$ cat src/ctd_pkg.sv
package ctd_pkg;
    // Register byte offsets
    localparam logic [11:0] OFS_CONFIG = 12'h000;
    localparam logic [11:0] OFS_STATUS = 12'h004;
    localparam logic [11:0] OFS_MASK = 12'h008;
    localparam logic [11:0] OFS_BUF_CMD = 12'h00c;
    localparam logic [11:0] OFS_BUF_STATE = 12'h010;
    localparam logic [11:0] OFS_EVENT = 12'h014;
    // Config bits, then event register status bits
    localparam int CFG_OFF = 0;
    localparam int CFG_FRZ = 1;
    localparam int ST_LPACK = 2;
    localparam int ST_FRZACK = 3;
    localparam int ST_CLKREQ = 4;
    // Command field layout: [1:0] op, [7:4] buffer, [11:8] code
    localparam int CMD_OP_LO = 0;
    localparam int CMD_BUF_LO = 4;
    localparam int CMD_CODE_LO = 8;
    localparam logic [1:0] OP_WRITE = 2'h1;
    localparam logic [1:0] OP_ABORT = 2'h2;
    localparam logic [1:0] OP_DEACT = 2'h3;
    localparam logic [3:0] CODE_INACTIVE = 4'h8;
    localparam logic [3:0] CODE_ABORT = 4'h9;
    localparam logic [3:0] CODE_TX_DATA = 4'hc;
    // Interrupt status bits
    localparam int IRQ_TXDONE = 0;
    localparam int IRQ_LPENTER = 1;
    localparam int IRQ_LPEXIT = 2;
    localparam int IRQ_W = 3;
    localparam logic [1:0] HTRANS_NONSEQ = 2'h2;

    typedef enum logic [1:0] {
        CTD_RUN = 2'b00,
        CTD_REQ = 2'b01,
        CTD_OFF = 2'b11,
        CTD_WAKE = 2'b10
    } ctd_pwr_t;

    typedef struct packed {
        logic valid;
        logic [3:0] buf_idx;
    } ctd_txdone_t;
endpackage

$ cat src/ctd_ctrl.sv
`timescale 1ns/100ps
module ctd_ctrl import ctd_pkg::*; #(
    parameter int NBUF = 16
) (
    input wire logic i_mclk, // System clock
    input wire logic i_rst_n, // Async reset, active low
    input wire logic i_hsel, // AHB select
    input wire logic [11:0] i_haddr, // AHB address
    input wire logic [1:0] i_htrans, // AHB transfer type
    input wire logic i_hwrite, // AHB write
    input wire logic [2:0] i_hsize, // AHB size
    input wire logic [31:0] i_hwdata, // AHB write data
    input wire logic i_hready, // AHB ready in
    output logic [31:0] o_hrdata, // AHB read data
    output logic o_hreadyout, // AHB ready out
    output logic o_hresp, // AHB response
    input wire logic i_clk_stopped, // Engine clocks halted, async
    input wire logic i_tx_done, // Transmission finished, from engine
    input wire logic [3:0] i_tx_buf, // Buffer that finished
    output logic o_clk_stop_req, // Request clocks off
    output logic o_irq // Interrupt, active high
);
    logic [31:0] cfg, mask, irq_st;
    logic [3:0] code [NBUF];
    logic [NBUF-1:0] abort_pend, deact;
    logic [3:0] last_done;
    ctd_pwr_t pwr, next_pwr;
    logic stop_s1, stop_s2, lp_ack, freeze_acknowledge;
    logic ph_wr;
    logic [11:0] ph_addr;

    wire addr_ok = i_hsel && i_hready && i_htrans == HTRANS_NONSEQ;
    wire wr = ph_wr;
    wire [1:0] op = i_hwdata[CMD_OP_LO +: 2];
    wire [3:0] cbuf = i_hwdata[CMD_BUF_LO +: 4];
    wire [3:0] ccode = i_hwdata[CMD_CODE_LO +: 4];
    wire cmd_wr = wr && ph_addr == OFS_BUF_CMD;
    wire cfg_wr = wr && ph_addr == OFS_CONFIG;
    wire off_bit = cfg[CFG_OFF];
    ctd_txdone_t done;
    assign done.valid = i_tx_done;
    assign done.buf_idx = i_tx_buf;
    // Transmit-done event and last_done update only for buffers not deactivated
    wire done_rep = done.valid && !deact[done.buf_idx];
    wire [IRQ_W-1:0] ev = {pwr == CTD_WAKE && !stop_s2,
                           pwr == CTD_REQ && stop_s2, done_rep};

    function automatic logic [31:0] rd_mux(input logic [11:0] a);
        case (a)
            OFS_CONFIG: rd_mux = cfg;
            OFS_STATUS: rd_mux = irq_st;
            OFS_MASK: rd_mux = mask;
            OFS_BUF_STATE: rd_mux = {{(32-NBUF){1'b0}}, abort_pend};
            OFS_EVENT: rd_mux = {27'h0, o_clk_stop_req, freeze_acknowledge, lp_ack,
                                  1'b0, 1'b0} | {28'h0, last_done};
            default: rd_mux = 32'h0;
        endcase
    endfunction

    assign o_hreadyout = 1'b1;
    assign o_hresp = 1'b0;
    assign o_irq = |(irq_st[IRQ_W-1:0] & mask[IRQ_W-1:0]);
    assign o_clk_stop_req = pwr == CTD_REQ || pwr == CTD_OFF;

    always_ff @(posedge i_mclk or negedge i_rst_n) begin
        if (!i_rst_n) begin
            ph_wr <= 1'b0;
            ph_addr <= 12'h0;
            o_hrdata <= 32'h0;
        end else begin
            ph_wr <= addr_ok && i_hwrite;
            ph_addr <= i_haddr;
            if (addr_ok && !i_hwrite) begin
                o_hrdata <= rd_mux(i_haddr);
            end
        end
    end

    always_ff @(posedge i_mclk or negedge i_rst_n) begin
        if (!i_rst_n) begin
            stop_s1 <= 1'b0;
            stop_s2 <= 1'b0;
        end else begin
            stop_s1 <= i_clk_stopped;
            stop_s2 <= stop_s1;
        end
    end

    always_comb begin
        next_pwr = pwr;
        case (pwr)
            CTD_RUN: if (off_bit) next_pwr = CTD_REQ;
            CTD_REQ: if (stop_s2) next_pwr = CTD_OFF;
                else if (!off_bit) next_pwr = CTD_RUN;
            CTD_OFF: if (!off_bit) next_pwr = CTD_WAKE;
            CTD_WAKE: if (!stop_s2) next_pwr = CTD_RUN;
            default: next_pwr = CTD_RUN;
        endcase
    end

    always_ff @(posedge i_mclk or negedge i_rst_n) begin
        if (!i_rst_n) begin
            pwr <= CTD_RUN;
            cfg <= 32'h0;
            mask <= 32'h0;
            irq_st <= 32'h0;
            lp_ack <= 1'b0;
            freeze_acknowledge <= 1'b0;
            last_done <= 4'h0;
        end else begin
            pwr <= next_pwr;
            if (cfg_wr) cfg <= {30'h0, i_hwdata[CFG_FRZ], i_hwdata[CFG_OFF]};
            if (wr && ph_addr == OFS_MASK) mask <= {29'h0, i_hwdata[2:0]};
            // Set wins over write-one-to-clear
            irq_st <= {29'h0, (irq_st[IRQ_W-1:0] &
                ~((wr && ph_addr == OFS_STATUS) ? i_hwdata[IRQ_W-1:0]
                : 3'h0)) | ev};
            if (next_pwr == CTD_OFF) lp_ack <= 1'b1;
            else if (pwr == CTD_WAKE && !stop_s2) lp_ack <= 1'b0;
            if (next_pwr == CTD_OFF) freeze_acknowledge <= 1'b0;
            else if (pwr == CTD_RUN) freeze_acknowledge <= cfg[CFG_FRZ];
            if (done_rep) last_done <= done.buf_idx;
        end
    end

    for (genvar b = 0; b < NBUF; b++) begin : g_buf
        wire hit = cmd_wr && cbuf == b;
        wire sent = done.valid && done.buf_idx == b;
        always_ff @(posedge i_mclk or negedge i_rst_n) begin
            if (!i_rst_n) begin
                code[b] <= CODE_INACTIVE;
                abort_pend[b] <= 1'b0;
                deact[b] <= 1'b0;
            end else if (sent) begin
                abort_pend[b] <= 1'b0;
                deact[b] <= 1'b0;
                if (!deact[b]) code[b] <= CODE_INACTIVE;
            end else if (hit && !abort_pend[b]) begin
                case (op)
                    OP_WRITE: begin
                        code[b] <= ccode;
                    end
                    OP_ABORT: begin
                        abort_pend[b] <= code[b] == CODE_TX_DATA;
                        code[b] <= code[b] == CODE_TX_DATA ? code[b]
                            : CODE_ABORT;
                    end
                    OP_DEACT: begin
                        deact[b] <= code[b] == CODE_TX_DATA;
                        code[b] <= CODE_INACTIVE;
                    end
                    default: code[b] <= code[b];
                endcase
            end
        end

        // Pending abort locks the buffer's code until it sends
        a_abort_hold: assert property (@(posedge i_mclk)
            disable iff (!i_rst_n)
            abort_pend[b] && !sent |=> $stable(code[b]) && abort_pend[b])
            else $error("aborted buffer changed");

        a_deact_code: assert property (@(posedge i_mclk)
            disable iff (!i_rst_n)
            sent && deact[b] |=> $stable(code[b]) && !deact[b])
            else $error("deactivated buffer code updated");

        a_sent_idle: assert property (@(posedge i_mclk)
            disable iff (!i_rst_n)
            sent && !deact[b] |=> code[b] == CODE_INACTIVE)
            else $error("sent buffer not released");
    end

    a_off_requests: assert property (@(posedge i_mclk) disable iff (!i_rst_n)
        (pwr == CTD_RUN && off_bit) |=> o_clk_stop_req)
        else $error("stop request not raised");

    a_ack_pair: assert property (@(posedge i_mclk) disable iff (!i_rst_n)
        lp_ack && pwr == CTD_OFF |-> !freeze_acknowledge && o_clk_stop_req)
        else $error("acks inconsistent");

    a_sent_clears: assert property (@(posedge i_mclk)
        disable iff (!i_rst_n)
        (done.valid && abort_pend[done.buf_idx])
        |=> !abort_pend[$past(i_tx_buf)])
        else $error("abort not released");

    a_deact_silent: assert property (@(posedge i_mclk) disable iff (!i_rst_n)
        (done.valid && deact[done.buf_idx] && !irq_st[IRQ_TXDONE])
        |=> !irq_st[IRQ_TXDONE])
        else $error("event on deactivated buffer");

    a_txdone_flag: assert property (@(posedge i_mclk)
        disable iff (!i_rst_n)
        done_rep |=> irq_st[IRQ_TXDONE])
        else $error("transmit event lost");

    a_wake_drop: assert property (@(posedge i_mclk) disable iff (!i_rst_n)
        (pwr == CTD_OFF && !off_bit) |=> !o_clk_stop_req)
        else $error("request not withdrawn");

    // Request stays up until the clock unit answers or software withdraws
    a_req_hold: assert property (@(posedge i_mclk)
        disable iff (!i_rst_n)
        pwr == CTD_REQ && !stop_s2 && off_bit |=> o_clk_stop_req)
        else $error("stop request dropped early");

    a_freeze_drop: assert property (@(posedge i_mclk)
        disable iff (!i_rst_n)
        pwr == CTD_REQ && stop_s2 |=> lp_ack && !freeze_acknowledge)
        else $error("acks not updated on clock stop");

    a_lp_ack_state: assert property (@(posedge i_mclk)
        disable iff (!i_rst_n)
        lp_ack |-> pwr == CTD_OFF || pwr == CTD_WAKE)
        else $error("low power ack outside off state");

    a_wake_hold: assert property (@(posedge i_mclk)
        disable iff (!i_rst_n)
        pwr == CTD_WAKE && stop_s2 |=> lp_ack)
        else $error("low power ack dropped before clocks resume");
endmodule // ctd_ctrl

$ cat config.mk
export PLATFORM = sky130hd
export DESIGN_NAME = ctd_ctrl
export DESIGN_NICKNAME = d
export VERILOG_FILES = /design/src/ctd_pkg.sv /design/src/ctd_ctrl.sv
export SDC_FILE = /design/constraint.sdc
export NUM_CORES = 1
export LEC_CHECK = 0
export BUFFER_PORTS_ARGS = -buffer_cell sky130_fd_sc_hd__buf_2
export CELL_PAD_IN_SITES_DETAIL_PLACEMENT = 0
export CELL_PAD_IN_SITES_GLOBAL_PLACEMENT = 1
export CORE_MARGIN = 2
export CORE_UTILIZATION = 40
export CTS_CLUSTER_DIAMETER = 50
export CTS_CLUSTER_SIZE = 20
export DETAILED_ROUTE_END_ITERATION = 7
export PLACE_DENSITY = 0.81
export SETUP_SLACK_MARGIN = 0.1
export SKIP_LAST_GASP = 1
export SLEW_MARGIN = 0
export SYNTH_ARGS = -nofsm -noshare
export SYNTH_HDL_FRONTEND = slang
export SYNTH_SLANG_ARGS = --single-unit
$ cat constraint.sdc
create_clock -name i_mclk -period 5 [get_ports i_mclk]
set_input_delay 1 -clock i_mclk [delete_from_list [all_inputs] [get_ports i_mclk]]
set_output_delay 1 -clock i_mclk [all_outputs]
set_load 0.01 [all_outputs]
==> flow_summary.yaml, run 1 <==
layout:
  layout_commonest_cell: "dfrtp_1"
  n_fill_cell: 1655
  layout_common_cells: "127 x dfrtp_1, 81 x nor2_1, 68 x mux2i_1, 56 x o21ai_0, 52 x buf_2"
  syn_to_final_growth_pct: 13.28
  final_area_um2: 8294
  fin_nets: 781
  layout.cells.non_filler: 962
  drive_gt1_share_pct: 19.67
pwr:
  p_leak_nw: 3.907
  p_per_area_nw_per_um2: 332.2
  vdd_drop_max_uv: 245.4
  total_power_mw: 2.756
global_route:
  grt_pass1_wl_um: 33220
  grt_usage_pct: 22.06
  grt_antenna_before_repair: 1
  grt_pass1_vias: 6039
  grt_overflow: 0
  grt_max_degree: 105
sta:
  worstMarginPinSlew_ns: 1.221
  fmax_mhz: 354.2
  final.setup.tns_ns: 0
  rsz0062_at_grt: "false"
  skew_ns: 0.009022
  layout_setup_ws_ns: 2.177
  period_share_pct: 56.46
  relSlewSlack_pct: 18.00
  setup_violations: 0
  slew_violations: 0
  finalHoldViolations: 0
  layout_min_cycle_time_ns: 2.823
setup_path:
  reg2reg_depth: 4
  cp.arrival_ns: 3.12
  r2r_start: "ph_addr[4]"
  crit_slowest_cell: "mux4_2"
  crit_path_start_kind: "input pin"
  crit_chain: "buf_2, mux4_2, a32o_1, nor4_2, mux2_2"
  slowest_delay_ns: 0.58
  worstSetupPathType: "in2reg"
  cp_top_family: "multiplexers"
  crit_path_max_fanout: 17
  timing.rr.end: "deact[5]"
  endpoint_kind: "flop"
  r2r_slack_ns: 2.30
  cp_num_buf_inv: 1
  crit_required_ns: 5.30
die:
  die_h_um: 139.3
  start_util_pct: 40.76
  dieWidth_um: 139.3
  io_pins: 96
  core_area_um2: 17960
  die_area_um2: 19400
  rows: 49
logic_synthesis:
  netlist.area_leader.share_pct: 43.40
  synth_area_um2: 7322
  synth_top_cell_by_area: "dfrtp_1"
  synthTopCellsByArea: "dfrtp_1 43%, mux2i_1 9.3%, dfstp_2 5.7%"
  syn_avg_cell_area_um2: 10.74
  synth-edff-count: 0
  yosysWarnings: 0
  synth_cell_type_count: 56
  synth_seq_cells: 143
  synth_ff_type: "dfrtp_1"
  async_flop_share_pct: 100.0
  seq_area_frac_synth_pct: 49.15
  synth_cells: 682
worst_hold_path:
  holdPathEnd: "stop_s2"
  holdPathStages: 0
  hp-start: "stop_s1"
  hp-class: "reg2reg"
job:
  cap_violations: 0
placement:
  dp_hpwl_um: 14080
  port_buffers: 53
  place_congestion: 0.8400
  place_area_um2: 7672
  dp_cells: 929
  dp_slack_ns: 1.780
clocking:
  ctsHoldBuffers: 0
  insertion_delay_ns: 0.43
  postCtsSetupBuffers: 0
  cts_resized: 0
  cts_tree: "built"
  numCtsBuffers: 17
  clock-sinks: 143
  root_buffer: "clkbuf_16"
  cts.clk_slew.worst_paths_ns: 0.06
  htreeDepth: 4
  clock_path_buffers: 2
detailed_routing:
  viasPerCell: 6.129
  dr.pass1.iters: 5
  vias: 5896
  final_antenna_net_count: 0
  routedWlPerCell_um: 21.74
  routed_wl_um: 20920
  drc_errors: 0
  first_iter_violations: 465
status:
  status: "complete, no violations"
## registers in the layout (all words and copies together), names as in the netlist
| signal | cells |
|---|---|
| freeze_acknowledge | 1 |
| pwr | 2 |
| code | 64 |
| last_done | 4 |
| ph_addr | 12 |
| ph_wr | 1 |
| irq_st | 3 |
| stop_s2 | 1 |
| mask | 3 |
| deact | 16 |
| lp_ack | 1 |
| stop_s1 | 1 |
| cfg | 2 |
| abort_pend | 16 |
| o_hrdata | 16 |
## area by class of cell
type                            count  area [um^2]  area share [%]
Clock inverter                      9        131.4           1.584
Tap cell                          229        286.5           3.455
Clock buffer                       23        488.0           5.883
Inverter                            7        26.28          0.3168
Timing Repair Buffer               60        324.1           3.907
Sequential cell                   143         3598           43.39
Multi-Input combinational cell    490         3437           41.44
Antenna cell                        1        2.502         0.03017
## cells in the mapped netlist, types with 3 or more instances
| master | number |
|---|---|
| nor4bb_1 | 16 |
| nand4b_1 | 4 |
| and3_1 | 4 |
| o21ai_0 | 56 |
| or2_2 | 3 |
| nand4_1 | 31 |
| mux4_2 | 5 |
| dfstp_2 | 16 |
| mux2_2 | 9 |
| a41oi_1 | 12 |
| o41ai_2 | 10 |
| nor3_1 | 20 |
| nor2b_1 | 12 |
| inv_1 | 7 |
| nand2_1 | 25 |
| nor2_1 | 81 |
| a22o_1 | 12 |
| dfrtp_1 | 127 |
| clkbuf_1 | 30 |
| buf_4 | 18 |
| a2111oi_0 | 12 |
| buf_6 | 3 |
| buf_2 | 5 |
| o41ai_1 | 6 |
| mux2i_1 | 68 |
| a21oi_1 | 23 |
| a31oi_1 | 6 |
| nand2b_1 | 10 |
| nand3_1 | 6 |
| nand3b_1 | 6 |
| a211oi_1 | 4 |
| and3b_1 | 3 |
| nand4_4 | 3 |
## where the power goes
| part | switching [mW] | leakage [nW] | internal (mW) | total, mW |
|---|---|---|---|---|
| Combinational | 0.143 | 1.75 | 0.0644 | 0.208 |
| Clock | 0.484 | 0.295 | 0.837 | 1.32 |
| Sequential | 0.0184 | 1.86 | 1.21 | 1.23 |
## worst reg2reg max path: stages, from the launching register on
cell and delay [ns]:
dfrtp_1 0.35, or4_1 0.68, nor4_4 1.08, nand4_1 0.28
a21oi_1 0.22
## cell families after synthesis
| logic type | Yosys count | synth area share [%] |
|---|---|---|
| AO/OA/AOI/OAI | 148 | 14.35 |
| adder cells (fa/ha/maj) | 2 | 0.3417 |
| buffers and inverters | 65 | 4.802 |
| flip-flops | 143 | 49.15 |
| multiplexers | 82 | 12.22 |
| other | 2 | 0.1026 |
| AND/OR/NAND/NOR | 240 | 19.04 |
## per-layer routing
| metal | GRT usage (%) | share of wire [%] | up-vias |
|---|---|---|---|
| li1 | - | - | 2599 |
| met1 | 28.76 | 41 | 2971 |
| met2 | 34.67 | 47 | 282 |
| met3 | 6.332 | 8.8 | 44 |
| met4 | 9.038 | 2.9 | 0 |
| met5 | 0 | 0 | - |
## worst max-delay path by stage
stage                      startpoint             to  slack [ns]  cells after the start
final                     i_tx_buf[1]   last_done[2]        2.18                      5
after detailed placement  i_tx_buf[1]   last_done[2]        1.78                      5
after floorplan           i_tx_buf[1]   last_done[0]        2.07                      5
after global placement    i_tx_buf[1]   last_done[0]        1.82                      5
after CTS                 i_tx_buf[1]   last_done[2]        2.22                      5
after global routing      i_hwdata[0]  abort_pend[4]        2.10                      7
## metrics by stage
step / utilization, % / hold WS (ns)
after floorplan: - / 0.3312
after detailed placement: 42.71 / 0.3412
after global placement: 42.71 / 0.3337
after global routing: 46.16 / 0.3612
final: 46.17 / 0.3510
after CTS: 46.16 / 0.3544
Note: power is estimated with default switching activity, not from simulation.
==> inputs of run 2 (changes only) <==
Settings changed: PLACE_DENSITY 0.81 to 0.84.
Clock period 5 ns to 2.35 ns, I/O delays scaled along.
==> run 2 against run 1 <==
Net effect: hold slack got worse by 0.34 ns; non-clock buffer count increased by 59; clock skew increased by 0.0012 ns; critical endpoint is now deact[14]; core utilization increased by 3.3 points.
==> flow_summary.yaml, run 2 (synthesis gave the netlist of run 1 again) <==
die:
  die_h_um: 139.3
  core_area_um2: 17960
  rows: 49
  dieWidth_um: 139.3
  start_util_pct: 40.76
  die_area_um2: 19400
  io_pins: 96
detailed_routing:
  routedWlPerCell_um: 20.60
  first_iter_violations: 422
  drc_errors: 0
  final_antenna_net_count: 0
  routed_wl_um: 21010
  vias: 5980
  dr.pass1.iters: 5
  viasPerCell: 5.863
global_route:
  grt_pass1_wl_um: 33140
  grt_usage_pct: 21.85
  grt_pass1_vias: 5948
  grt_max_degree: 54
  grt_antenna_before_repair: 0
  grt_overflow: 0
layout:
  layout_common_cells: "127 x dfrtp_1, 81 x nor2_1, 68 x mux2i_1, 56 x o21ai_0, 56 x buf_4"
  syn_to_final_growth_pct: 21.31
  fin_nets: 840
  n_antenna_cell: 0
  largest_reg_flops: 64
  layout_commonest_cell: "dfrtp_1"
  layout.cells.non_filler: 1020
  fin_util_pct: 49.45
  top_register: "code"
  drive_gt1_share_pct: 26.17
sta:
  rsz0062_at_grt: "true"
  layout_min_cycle_time_ns: 2.237
  skew_ns: 0.01022
  final.setup.tns_ns: 0
  setup_violations: 0
  slew_violations: 0
  layout_setup_ws_ns: 0.1133
  period_share_pct: 95.18
  relSlewSlack_pct: 48.35
  finalHoldViolations: 0
  worstMarginPinSlew_ns: 0.7552
  fmax_mhz: 447.1
setup_path:
  cp.arrival_ns: 2.54
  r2r_start: "ph_addr[4]"
  crit_path_start_kind: "flop"
  crit_required_ns: 2.65
  crit_start: "ph_addr[4]"
  worstSetupPathType: "reg2reg"
  endpoint_kind: "flop"
  crit_path_max_fanout: 10
placement:
  dp_hpwl_um: 14120
  port_buffers: 53
  place_congestion: 0.8420
  dp_cells: 972
  dp_slack_ns: -0.1062
pwr:
  power.net_switching_mw: 1.449
  seq_power_share_pct: 43.4
  p_per_area_nw_per_um2: 676.8
  vdd_drop_max_uv: 569.6
  intPower_mw: 4.563
  p_leak_nw: 4.245
  power.share.clock_pct: 48.3
  p_sw_share_pct: 24.10
  power_frac_comb_pct: 8.3
clocking:
  numCtsBuffers: 17
  ctsHoldBuffers: 0
  cts_tree: "built"
  clock-sinks: 143
  htreeDepth: 4
  clock_path_buffers: 2
  cts.clk_slew.worst_paths_ns: 0.06
  insertion_delay_ns: 0.43
  root_buffer: "clkbuf_16"
worst_hold_path:
  hp-class: "in2async"
job:
  cap_violations: 0
status:
  status: "complete, no violations"
-- run 2: cell count changes in the layout (fill, tap and decap cells not counted), sizes merged --
cell | previous run | this run
diode | 1 | 0
clkinv | 3 | 8
buf | 60 | 118
inv | 7 | 8
bufinv | 3 | 4
clkbuf | 23 | 20
clkinvlp | 3 | 0
-- run 2: cell type report --
cell class,instances,area (um^2)
clock buffer,19,442.9
inverter,7,26.28
multi-input combinational,490,3461
fill,1616,9081
clock inverter,13,187.7
timing repair buffer,119,879.6
tap,229,286.5
sequential,143,3598
-- run 2: what timing repair did --
item | 4_1_cts | 5_1_grt
pin swaps | 3 | 3
buffers inserted | 9 | 6
cloned | 1 | 1
endpoints found under the setup margin | 43 | 63
gates resized for setup | 0 | 5
-- run 2: through the flow --
step | cell area (um^2) | hold slack [ns] | total power [mW]
2_1_floorplan | 7392 | 0.1744 | 2.914
3_3_place_gp | 8079 | 0.3330 | 3.135
3_5_place_dp | 8079 | 0.3411 | 3.143
4_1_cts | 8822 | 0.02816 | 6.026
5_1_grt | 8882 | 0.04563 | 6.199
6_report | 8882 | 0.006562 | 6.012
-- run 2: path summary, 6_finish.rpt --
kind,endpoint,slack (ns),cells past startpoint
max in group asynchronous,code[39],1.60,2
max,deact[14],0.11,5
min in group i_mclk,stop_s1,0.15,1
max reg2reg,deact[14],0.11,5
min reg2reg,stop_s2,0.35,0
min,ph_addr[5],0.007,1
-- run 2: routing by layer --
| layer | track usage [%] | routed length [um] |
|---|---|---|
| met5 | 0 | 0 |
| met4 | 8.506 | 524 |
| met3 | 4.095 | 1391 |
| met2 | 34.00 | 9627 |
| met1 | 30.41 | 9470 |
-- run 2: power by group through the flow --
| stage | combinational (mW) | sequential, mW | clock, mW |
|---|---|---|---|
| 2_1_floorplan | 0.276 | 2.64 | 0 |
| 4_1_cts | 0.495 | 2.61 | 2.92 |
| 5_1_grt | 0.543 | 2.62 | 3.04 |
| 3_3_place_gp | 0.486 | 2.65 | 0 |
| 6_report | 0.499 | 2.61 | 2.90 |
| 3_5_place_dp | 0.491 | 2.65 | 0 |
-- run 2: worst max-delay path, cell delays in order (launching register included) --
cell,delay (ns)
dfrtp_1,0.36
or4_4,0.57
or4_4,0.66
buf_12,0.18
o41ai_1,0.22
a21oi_1,0.11
